**config.mk**
```make
export PLATFORM = sky130hd
export DESIGN_NAME = ares_abort_router
export DESIGN_NICKNAME = d
export VERILOG_FILES = /design/src/verilog/ares_pkg.sv /design/src/verilog/ares_abort_router.sv
export SDC_FILE = /design/constraint.sdc
export NUM_CORES = 1
export LEC_CHECK = 0
export ABC_AREA = 0
export BUFFER_PORTS_ARGS = -buffer_cell sky130_fd_sc_hd__buf_2
export CAP_MARGIN = 10
export CORE_UTILIZATION = 35
export CTS_CLUSTER_SIZE = 10
export DETAILED_ROUTE_END_ITERATION = 6
export GPL_TIMING_DRIVEN = 0
export RECOVER_POWER = 50
export SLEW_MARGIN = 20
export SYNTH_ARGS = -nofsm -noshare
export SYNTH_HDL_FRONTEND = slang
export SYNTH_SLANG_ARGS = --single-unit
```
**constraint.sdc**
```tcl
create_clock -name ref_clk -period 6.71 [get_ports ref_clk]
set_clock_uncertainty 0.1 [all_clocks]
set_input_delay 1.0065 -clock ref_clk [delete_from_list [all_inputs] [get_ports ref_clk]]
set_output_delay 1.0065 -clock ref_clk [all_outputs]
set_load 0.02 [all_outputs]
```
**src/verilog/ares_pkg.sv**
```systemverilog
`default_nettype none
package ares_pkg;
    // ==================================================
    // bus and register map
    localparam int DATA_W = 32;
    localparam int ADDR_W = 32;
    localparam logic [1:0] IDX_CTRL = 2'h0;
    localparam logic [1:0] IDX_ROUTE = 2'h1;
    localparam logic [1:0] IDX_STAT = 2'h2;
    localparam logic [1:0] IDX_DEFER = 2'h3;
    localparam int IDX_LSB = 2;
    localparam int MAP_LSB = 4;
    localparam logic [1:0] HTRANS_NONSEQ = 2'h2;
    localparam int HTRANS_ACTIVE_BIT = 1;

    // ==================================================
    // control register fields
    localparam int CTRL_W = 14;
    localparam int CB_EL3_IMPL = 0;
    localparam int CB_EL2_IMPL = 1;
    localparam int CB_EL2_ENABLED = 2;
    localparam int CB_NON_SECURE = 3;
    localparam int CB_SERR_MASKED = 4;
    localparam int CB_IMPLICIT_SYNC = 5;
    localparam int CB_DOUBLE_FAULT = 6;
    localparam int CB_IESB_LSB = 8;
    localparam int CB_NMEA_ENTRY = 12;
    localparam int CB_NMEA_RETURN = 13;
    localparam logic [CTRL_W-1:0] CTRL_RESET = 14'h0000;

    // ==================================================
    // routing register fields
    localparam int ROUTE_W = 8;
    localparam int RB_MON_ROUTE = 0;
    localparam int RB_HYP_ASYNC = 1;
    localparam int RB_HYP_GENERAL = 2;
    localparam int RB_HYP_EXT_ABORT = 3;
    localparam int RB_NMON_ROUTE = 4;
    localparam int RB_NHYP_ASYNC = 5;
    localparam int RB_NHYP_GENERAL = 6;
    localparam int RB_NHYP_ABORT = 7;
    localparam logic [ROUTE_W-1:0] ROUTE_RESET = 8'h00;

    // ==================================================
    // status and deferred-error fields
    localparam int SB_ASYNC = 0;
    localparam int SB_SYNC_PEND = 1;
    localparam int SB_OTHER_PEND = 2;
    localparam int SB_DEF_VALID = 3;
    localparam int SB_LEVEL_LSB = 4;
    localparam int SB_MODE_LSB = 6;
    localparam int SB_OFFSET_LSB = 8;
    localparam int SYN_W = 8;
    localparam int DB_VALID = 31;

    // ==================================================
    // levels, kinds, modes, vector offsets
    localparam logic [1:0] LVL0 = 2'h0;
    localparam logic [1:0] LVL1 = 2'h1;
    localparam logic [1:0] LVL2 = 2'h2;
    localparam logic [1:0] LVL3 = 2'h3;
    typedef enum logic [1:0] {
        ARES_ASYNC_SYSTEM_ERROR = 2'h0,
        ARES_DATA_ABORT = 2'h1,
        ARES_PREFETCH_ABORT = 2'h2
    } ares_kind_e;
    typedef enum logic [1:0] {
        ARES_MODE_ABORT = 2'h0,
        ARES_MODE_HYP = 2'h1,
        ARES_MODE_MONITOR = 2'h2
    } ares_mode_e;
    localparam int OFS_W = 5;
    localparam logic [OFS_W-1:0] OFS_DATA = 5'h10;
    localparam logic [OFS_W-1:0] OFS_PREFETCH = 5'h0C;
    localparam logic [OFS_W-1:0] OFS_HYP = 5'h14;
endpackage : ares_pkg
`default_nettype wire
```
**src/verilog/ares_abort_router.sv**
```systemverilog
// Summary of operation
// RL1: wide state, levels 0/1 route to level 1
// RL2: wide state, level 2/3 stay put
// RL3: monitor route bit sends everything to level 3
// RL4: hypervisor async/general bit routes errors to 2
// RL5: ext-abort/general trap bit routes aborts to 2
// RL6: narrow default: abort mode, hyp from 2
// RL7: narrow monitor route: errors/data aborts, offset 0x10
// RL8: narrow monitor route: prefetch aborts, offset 0x0C
// RL9: non-secure narrow: errors to hyp 0x14
// RL10: non-secure narrow: aborts to hyp 0x14
// RL11: barrier instruction always raises sync event
// RL12: wide entry with implicit sync raises event
// RL13: wide return with implicit sync raises event
// RL14: barrier records and clears masked pending error
// RL15: only same-core errors count as synchronized
// RL16: unmasked pending error taken before event completes
// RL17: masked, not pending: later errors are later
// RL18: not pending means status async bit reads 0
// RL19: masked barrier without valid keeps guarantees
// RL20: masked barrier: later error from later instruction
// RL21: masked pending: log, set valid, clear pending
// RL22: monitor first, then hypervisor, then default
//
// Local design decisions: the AHB-Lite register port and the address map.
`timescale 1ns/100ps
`default_nettype none
module ares_abort_router
    import ares_pkg::*;
(
    // clock and reset
    input wire logic ref_clk,
    input wire logic rst_n,
    // register bus
    input wire logic hsel,
    input wire logic [ares_pkg::ADDR_W-1:0] haddr,
    input wire logic [1:0] htrans,
    input wire logic hwrite,
    input wire logic [2:0] hsize,
    input wire logic [ares_pkg::DATA_W-1:0] hwdata,
    input wire logic hready,
    output logic hreadyout,
    output logic hresp,
    output logic [ares_pkg::DATA_W-1:0] hrdata,
    // routing request
    input wire logic reqValid,
    input wire logic [1:0] reqKind,
    input wire logic [1:0] reqFromLevel,
    input wire logic reqNarrow,
    output logic routeValid,
    output logic [1:0] routeLevel,
    output logic [1:0] routeMode,
    output logic [ares_pkg::OFS_W-1:0] routeOffset,
    // synchronization sources
    input wire logic barrierExec,
    input wire logic excEntry,
    input wire logic debugLevelSwitch,
    input wire logic [1:0] entryLevel,
    input wire logic entryNarrow,
    input wire logic excReturn,
    input wire logic debugReturn,
    input wire logic [1:0] returnLevel,
    input wire logic returnNarrow,
    // error sources
    input wire logic errRaise,
    input wire logic errSameCore,
    input wire logic [ares_pkg::SYN_W-1:0] errSyndrome,
    // event and error results
    output logic syncEvent,
    output logic serrTake,
    output logic intStatusAsync,
    output logic deferredValid
);
    import ares_pkg::*;

    // ==================================================
    // state
    typedef struct packed {
        logic [CTRL_W-1:0] ctrl;
        logic [ROUTE_W-1:0] route;
        logic dataPhase;
        logic dataWrite;
        logic dataMapped;
        logic [1:0] dataIdx;
        logic [DATA_W-1:0] rdata;
        logic routeValid;
        logic [1:0] routeLevel;
        ares_mode_e routeMode;
        logic [OFS_W-1:0] routeOffset;
        logic syncEvent;
        logic serrTake;
        logic syncPend;
        logic otherPend;
        logic [SYN_W-1:0] pendSyn;
        logic defValid;
        logic [SYN_W-1:0] defSyn;
    } ares_state_s;

    ares_state_s q;
    ares_state_s next_q;

    // ==================================================
    // helpers
    function automatic logic ares_low(input logic [1:0] lvl);
        ares_low = (lvl == LVL0) || (lvl == LVL1);
    endfunction : ares_low

    function automatic logic ares_iesb_hit(input logic [CTRL_W-1:0] c,
                                           input logic [1:0] lvl,
                                           input int nmeaBit);
        ares_iesb_hit = c[CB_IMPLICIT_SYNC]
            && (c[CB_IESB_LSB + int'(lvl)]
                || (c[CB_DOUBLE_FAULT] && lvl == LVL3 && c[nmeaBit]));
    endfunction : ares_iesb_hit

    logic isErr;
    logic isPrefetch;
    logic addrTaken;
    logic entryHit;
    logic returnHit;
    assign isErr = (reqKind == ARES_ASYNC_SYSTEM_ERROR);
    assign isPrefetch = (reqKind == ARES_PREFETCH_ABORT);
    assign addrTaken = hsel && htrans[HTRANS_ACTIVE_BIT] && hready;
    // debug level switch and debug return count as entry and return
    assign entryHit = (excEntry || debugLevelSwitch) && !entryNarrow
        && ares_iesb_hit(q.ctrl, entryLevel, CB_NMEA_ENTRY); // [RL12]
    assign returnHit = (excReturn || debugReturn) && !returnNarrow
        && ares_iesb_hit(q.ctrl, returnLevel, CB_NMEA_RETURN); // [RL13]

    // ==================================================
    // next state
    always_comb begin
        next_q = q;
        next_q.routeValid = 1'b0;
        next_q.syncEvent = 1'b0;
        next_q.serrTake = 1'b0;

        // register writes in the data phase
        if (q.dataPhase && q.dataWrite && q.dataMapped) begin
            unique case (q.dataIdx)
                IDX_CTRL: next_q.ctrl = hwdata[CTRL_W-1:0];
                IDX_ROUTE: next_q.route = hwdata[ROUTE_W-1:0];
                IDX_DEFER: begin
                    if (hwdata[DB_VALID]) begin
                        next_q.defValid = 1'b0;
                    end
                end
                default: begin
                end
            endcase
        end

        // routing, override order: monitor, hypervisor, default
        if (reqValid) begin
            next_q.routeValid = 1'b1;
            if (!reqNarrow) begin
                next_q.routeMode = ARES_MODE_ABORT;
                next_q.routeOffset = '0;
                if (q.ctrl[CB_EL3_IMPL] && q.route[RB_MON_ROUTE]) begin
                    next_q.routeLevel = LVL3; // [RL3] [RL22]
                end else if (q.ctrl[CB_EL2_IMPL] && q.ctrl[CB_EL2_ENABLED]
                             && ares_low(reqFromLevel) && isErr
                             && (q.route[RB_HYP_ASYNC] || q.route[RB_HYP_GENERAL])) begin
                    next_q.routeLevel = LVL2; // [RL4]
                end else if (q.ctrl[CB_EL2_IMPL] && q.ctrl[CB_EL2_ENABLED]
                             && ares_low(reqFromLevel) && !isErr
                             && (q.route[RB_HYP_EXT_ABORT] || q.route[RB_HYP_GENERAL])) begin
                    next_q.routeLevel = LVL2; // [RL5]
                end else if (ares_low(reqFromLevel)) begin
                    next_q.routeLevel = LVL1; // [RL1]
                end else begin
                    next_q.routeLevel = reqFromLevel; // [RL2]
                end
            end else begin
                if (q.ctrl[CB_EL3_IMPL] && q.route[RB_NMON_ROUTE]) begin
                    next_q.routeMode = ARES_MODE_MONITOR;
                    next_q.routeLevel = LVL3;
                    next_q.routeOffset = isPrefetch ? OFS_PREFETCH : OFS_DATA; // [RL7] [RL8]
                end else if (q.ctrl[CB_EL2_IMPL] && q.ctrl[CB_NON_SECURE]
                             && ares_low(reqFromLevel)
                             && ((isErr && (q.route[RB_NHYP_ASYNC]
                                            || q.route[RB_NHYP_GENERAL]))
                                 || (!isErr && (q.route[RB_NHYP_ABORT]
                                                || q.route[RB_NHYP_GENERAL])))) begin
                    next_q.routeMode = ARES_MODE_HYP;
                    next_q.routeLevel = LVL2;
                    next_q.routeOffset = OFS_HYP; // [RL9] [RL10]
                end else begin
                    // default vector follows the kind of abort
                    next_q.routeMode = (reqFromLevel == LVL2) ? ARES_MODE_HYP
                                                              : ARES_MODE_ABORT; // [RL6]
                    next_q.routeLevel = ares_low(reqFromLevel) ? LVL1 : reqFromLevel;
                    next_q.routeOffset = isPrefetch ? OFS_PREFETCH : OFS_DATA;
                end
            end
        end

        // error synchronization event
        next_q.syncEvent = barrierExec || entryHit || returnHit; // [RL11]
        if (next_q.syncEvent && q.syncPend) begin
            if (!q.ctrl[CB_SERR_MASKED]) begin
                // taken before the event completes, so no later instruction sees it
                next_q.serrTake = 1'b1; // [RL16]
                next_q.syncPend = 1'b0;
            end else if (barrierExec) begin
                next_q.defValid = 1'b1; // [RL14] [RL21]
                next_q.defSyn = q.pendSyn;
                next_q.syncPend = 1'b0;
            end
        end

        // new errors: set wins over any clear above
        if (errRaise) begin
            if (errSameCore) begin
                next_q.syncPend = 1'b1; // [RL15]
                next_q.pendSyn = errSyndrome;
            end else begin
                // foreign errors are never recorded by the barrier
                next_q.otherPend = 1'b1; // [RL15]
            end
        end

        // address phase: read data built from the updated copy, so a read
        // right behind a write sees the written value
        if (addrTaken) begin
            next_q.dataPhase = 1'b1;
            next_q.dataWrite = hwrite;
            next_q.dataMapped = (haddr[ADDR_W-1:MAP_LSB] == '0);
            next_q.dataIdx = haddr[IDX_LSB +: 2];
            next_q.rdata = '0;
            if (!hwrite && next_q.dataMapped) begin
                unique case (next_q.dataIdx)
                    IDX_CTRL: next_q.rdata[CTRL_W-1:0] = next_q.ctrl;
                    IDX_ROUTE: next_q.rdata[ROUTE_W-1:0] = next_q.route;
                    IDX_STAT: begin
                        next_q.rdata[SB_ASYNC] = next_q.syncPend || next_q.otherPend; // [RL18]
                        next_q.rdata[SB_SYNC_PEND] = next_q.syncPend;
                        next_q.rdata[SB_OTHER_PEND] = next_q.otherPend;
                        next_q.rdata[SB_DEF_VALID] = next_q.defValid;
                        next_q.rdata[SB_LEVEL_LSB +: 2] = next_q.routeLevel;
                        next_q.rdata[SB_MODE_LSB +: 2] = next_q.routeMode;
                        next_q.rdata[SB_OFFSET_LSB +: OFS_W] = next_q.routeOffset;
                    end
                    IDX_DEFER: begin
                        next_q.rdata[SYN_W-1:0] = next_q.defSyn;
                        next_q.rdata[DB_VALID] = next_q.defValid;
                    end
                    default: begin
                    end
                endcase
            end
        end else if (hready) begin
            next_q.dataPhase = 1'b0;
        end
    end

    always_ff @(posedge ref_clk or negedge rst_n) begin
        if (!rst_n) begin
            q <= '{ctrl: CTRL_RESET, route: ROUTE_RESET, routeMode: ARES_MODE_ABORT,
                   default: '0};
        end else begin
            q <= next_q;
        end
    end

    // ==================================================
    // outputs
    // zero wait states: every transfer answers in its first data cycle
    assign hreadyout = 1'b1;
    assign hresp = 1'b0;
    assign hrdata = q.rdata;
    assign routeValid = q.routeValid;
    assign routeLevel = q.routeLevel;
    assign routeMode = q.routeMode;
    assign routeOffset = q.routeOffset;
    assign syncEvent = q.syncEvent;
    assign serrTake = q.serrTake;
    // pending of either origin shows here; masked barrier clears only the same-core pending
    assign intStatusAsync = q.syncPend || q.otherPend; // [RL17] [RL18] [RL19] [RL20]
    assign deferredValid = q.defValid;
endmodule : ares_abort_router
`default_nettype wire

```
==> results.json <==
{
  "path_max_fanout": 37,
  "die_h_um": 104,
  "p_switching_mw": 0.224,
  "reg2reg_slack_ns": 4.10,
  "final_common_cell": "buf_2",
  "drt_first_pass_iters": 4,
  "critPathMaxStageDelay_ns": 1.46,
  "grt_max_degree": 38,
  "wirelength_mm": 8.95,
  "dpl.hpwl_mm": 7.01,
  "core_area_mm2": 0.00991,
  "rows": 36,
  "synthArstFlopShare_pct": 100,
  "holdPathEnd": "hrdata[9]$_DFFE_PN0P_",
  "worst_pin_slew_ns": 1.94,
  "tritoncts": "done",
  "ant_nets": 0,
  "max_freq_mhz": 259,
  "routed_via_density": 4.64,
  "pwr-share-comb_pct": 12.2,
  "drt_iter0_drc": 96,
  "leakagePower_nw": 2.34,
  "cts.repair.resized": 0,
  "wl_per_cell_um": 14.9,
  "synth-seq-cells": 73,
  "seqCellArea_mm2": 0.00183,
  "startpoint": "rst_n",
  "grt_first_pass_wirelength_mm": 14.4,
  "final_area_mm2": 0.00455,
  "grt.overflow.total": 0,
  "synth_edf_count": 0,
  "start_util_pct": 36.7,
  "fillers": 958,
  "cts_root_buf": "clkbuf_8",
  "avgSynthCellArea_um2": 11.0,
  "cts_setup_buffers": 0,
  "ioPinCount": 149,
  "fin_nets": 563,
  "critical_path.cell_chain": "clkbuf_1, clkbuf_1",
  "hold_buffers": 0,
  "vias": 2778,
  "period_needed_ns": 3.85,
  "seq_area_frac_synth_pct": 50.3,
  "area_delta_synth_final_pct": 25.1,
  "place_area_mm2": 0.00441,
  "worstReg2RegEnd": "hrdata[11]$_DFFE_PN0P_",
  "relSlewSlack_pct": -29.2,
  "synth_warnings": 0,
  "cp_top_family": "buffers and inverters",
  "most-common-layout-cells": "buf_2, dfrtp_1, buf_4",
  "cp-end-kind": "async pin",
  "tns_ns": 0,
  "arrival_ns": 3.84,
  "r2r_cells": 6,
  "min-delay-start": "hrdata[9]$_DFFE_PN0P_",
  "clk_latency_ns": 0.35,
  "maxCapViolCount": 2,
  "synth_ff_type": "dfrtp_1",
  "drc": 0,
  "grt_setup_unrepaired": "no",
  "grt_use_total_pct": 17.4,
  "p_per_area_mw_per_mm2": 196,
  "finalCritPeriodShare_pct": 57.4,
  "cts.sinks": 73,
  "antenna_found_initial": 0,
  "start_kind": "input pin",
  "portBuffers": 104,
  "cp_data_required_time_ns": 6.69,
  "clk_pin_slew_worst_paths_ns": 0.07,
  "die_area_mm2": 0.0108,
  "dpl_worst_slack_ns": 3.62,
  "hold_path_depth": 2,
  "cts_max_level": 3,
  "min_path_type": "reg -> reg",
  "fin_util_pct": 45.9,
  "worstSetupPathType": "in -> async",
  "seq_power_share_pct": 52.4,
  "setup_violations": 0,
  "switching_share_pct": 25.1,
  "p_clk_share_pct": 35.3,
  "grt_pass1_vias": 2798,
  "ys_types": 51,
  "irDropWorstVdd_v": 0.0000849,
  "drv_slew": 76,
  "syn_inst": 329,
  "regToRegStartpoint": "q[65]$_DFFE_PN0P_",
  "violations": "max-capacitance violations, max-slew violations",
  "cp_num_buf_inv": 2,
  "fp.dieW_um": 104,
  "cpMaxStageDelayCell": "clkbuf_1",
  "internal_power_mw": 0.669,
  "worst_slack_ns": 2.86,
  "gp_congestion": 0.800,
  "diodes": 0,
  "finalHoldViolations": 0,
  "outcome": "complete, but fails checks",
  "cts_buffers": 9,
  "syn-cell-area_mm2": 0.00363,
  "drive_gt1_share_pct": 44.2,
  "whs_ns": 0.382,
  "multi_input_area_mm2": 0.00148,
  "cts_buffer_depth": 2,
  "crit_top_cell": "clkbuf_1"
}
state kept, by name, indices dropped and copies added (netlist names):
register and cells:
deferredValid 1, routeOffset 5, routeValid 1, routeLevel 2, syncEvent 1, serrTake 1, routeMode 2, hrdata 15
q 45
area by class of cell:
type                            instances  share of cell area [%]
Buffer                                 52                    7.87
Clock buffer                           12                    3.63
Clock inverter                          3                   0.330
Inverter                                5                   0.413
Multi-Input combinational cell        216                    32.5
Sequential cell                        73                    40.2
Tap cell                              133                    3.66
Timing Repair Buffer                  105                    11.4
cell families (layout without fill, tap and decap cells):
kind of cell / Yosys count / count (layout) / share of synthesized area, %
AOI/OAI and AO/OA: 63 / 63 / 11.8
muxes: 49 / 49 / 15.5
DFF: 73 / 73 / 50.3
other: 2 / 19 / 0.207
and+or+nand+nor: 85 / 85 / 11.6
buffers and inverters: 57 / 177 / 10.6
synth_stat cells, types with 2 or more instances:
cell type  instances  area share [%]
and2_1             2            0.34
o21ai_0           18             2.5
nor2b_1            7             1.2
buf_4             43             8.9
mux2i_1            4             1.1
nand2b_1           3            0.52
mux2_2            43              13
nand3_1            8             1.1
nor4_1             7             1.2
o221ai_1           2            0.48
o22ai_1            2            0.34
conb_1             2            0.21
a211oi_1           3            0.62
o31ai_1            2            0.41
nor2_1            18             1.9
inv_1              5            0.52
o41ai_1            2            0.48
nor3_1             3            0.41
dfrtp_1           73              50
a22o_1             5             1.2
o21a_1             2            0.41
a21o_1             4            0.83
a21oi_1           11             1.5
nand2_1           27             2.8
or2_2              2            0.34
clkbuf_1           6            0.62
worst max-delay path by stage:
| stage | end | cells past startpoint |
|---|---|---|
| floorplan | hrdata[6]$_DFFE_PN0P_ | 6 |
| global placement | hrdata[2]$_DFFE_PN0P_ | 7 |
| detailed placement | hrdata[4]$_DFFE_PN0P_ | 7 |
| CTS | hrdata[2]$_DFFE_PN0P_ | 7 |
| global route | serrTake$_DFF_PN0_ | 2 |
| finish | q[18]$_DFF_PN0_ | 2 |
per-stage QoR:
| stage | power (mW) | instances |
|---|---|---|
| CTS | 0.902 | 599 |
| detailed placement | 0.589 | 584 |
| global route | 0.933 | 599 |
| finish | 0.892 | 599 |
| global placement | 0.585 | 583 |
| floorplan | 0.537 | 346 |
per-layer routing:
layer / track usage [%] / vias to the layer above / share of wire [%]
met5: 0 / - / 0
met2: 27.7 / 70 / 48
li1: - / 1376 / -
met4: 5.20 / 0 / 1.3
met1: 22.9 / 1322 / 46
met3: 5.08 / 10 / 4.5
power groups by stage:
stage / Sequential (mW) / Clock (mW) / Combinational, mW
floorplan: 0.474 / 0 / 0.0626
global placement: 0.476 / 0 / 0.109
detailed placement: 0.476 / 0 / 0.112
CTS: 0.468 / 0.321 / 0.113
global route: 0.470 / 0.342 / 0.121
finish: 0.468 / 0.315 / 0.109
Note: power is estimated with default switching activity, not from simulation.
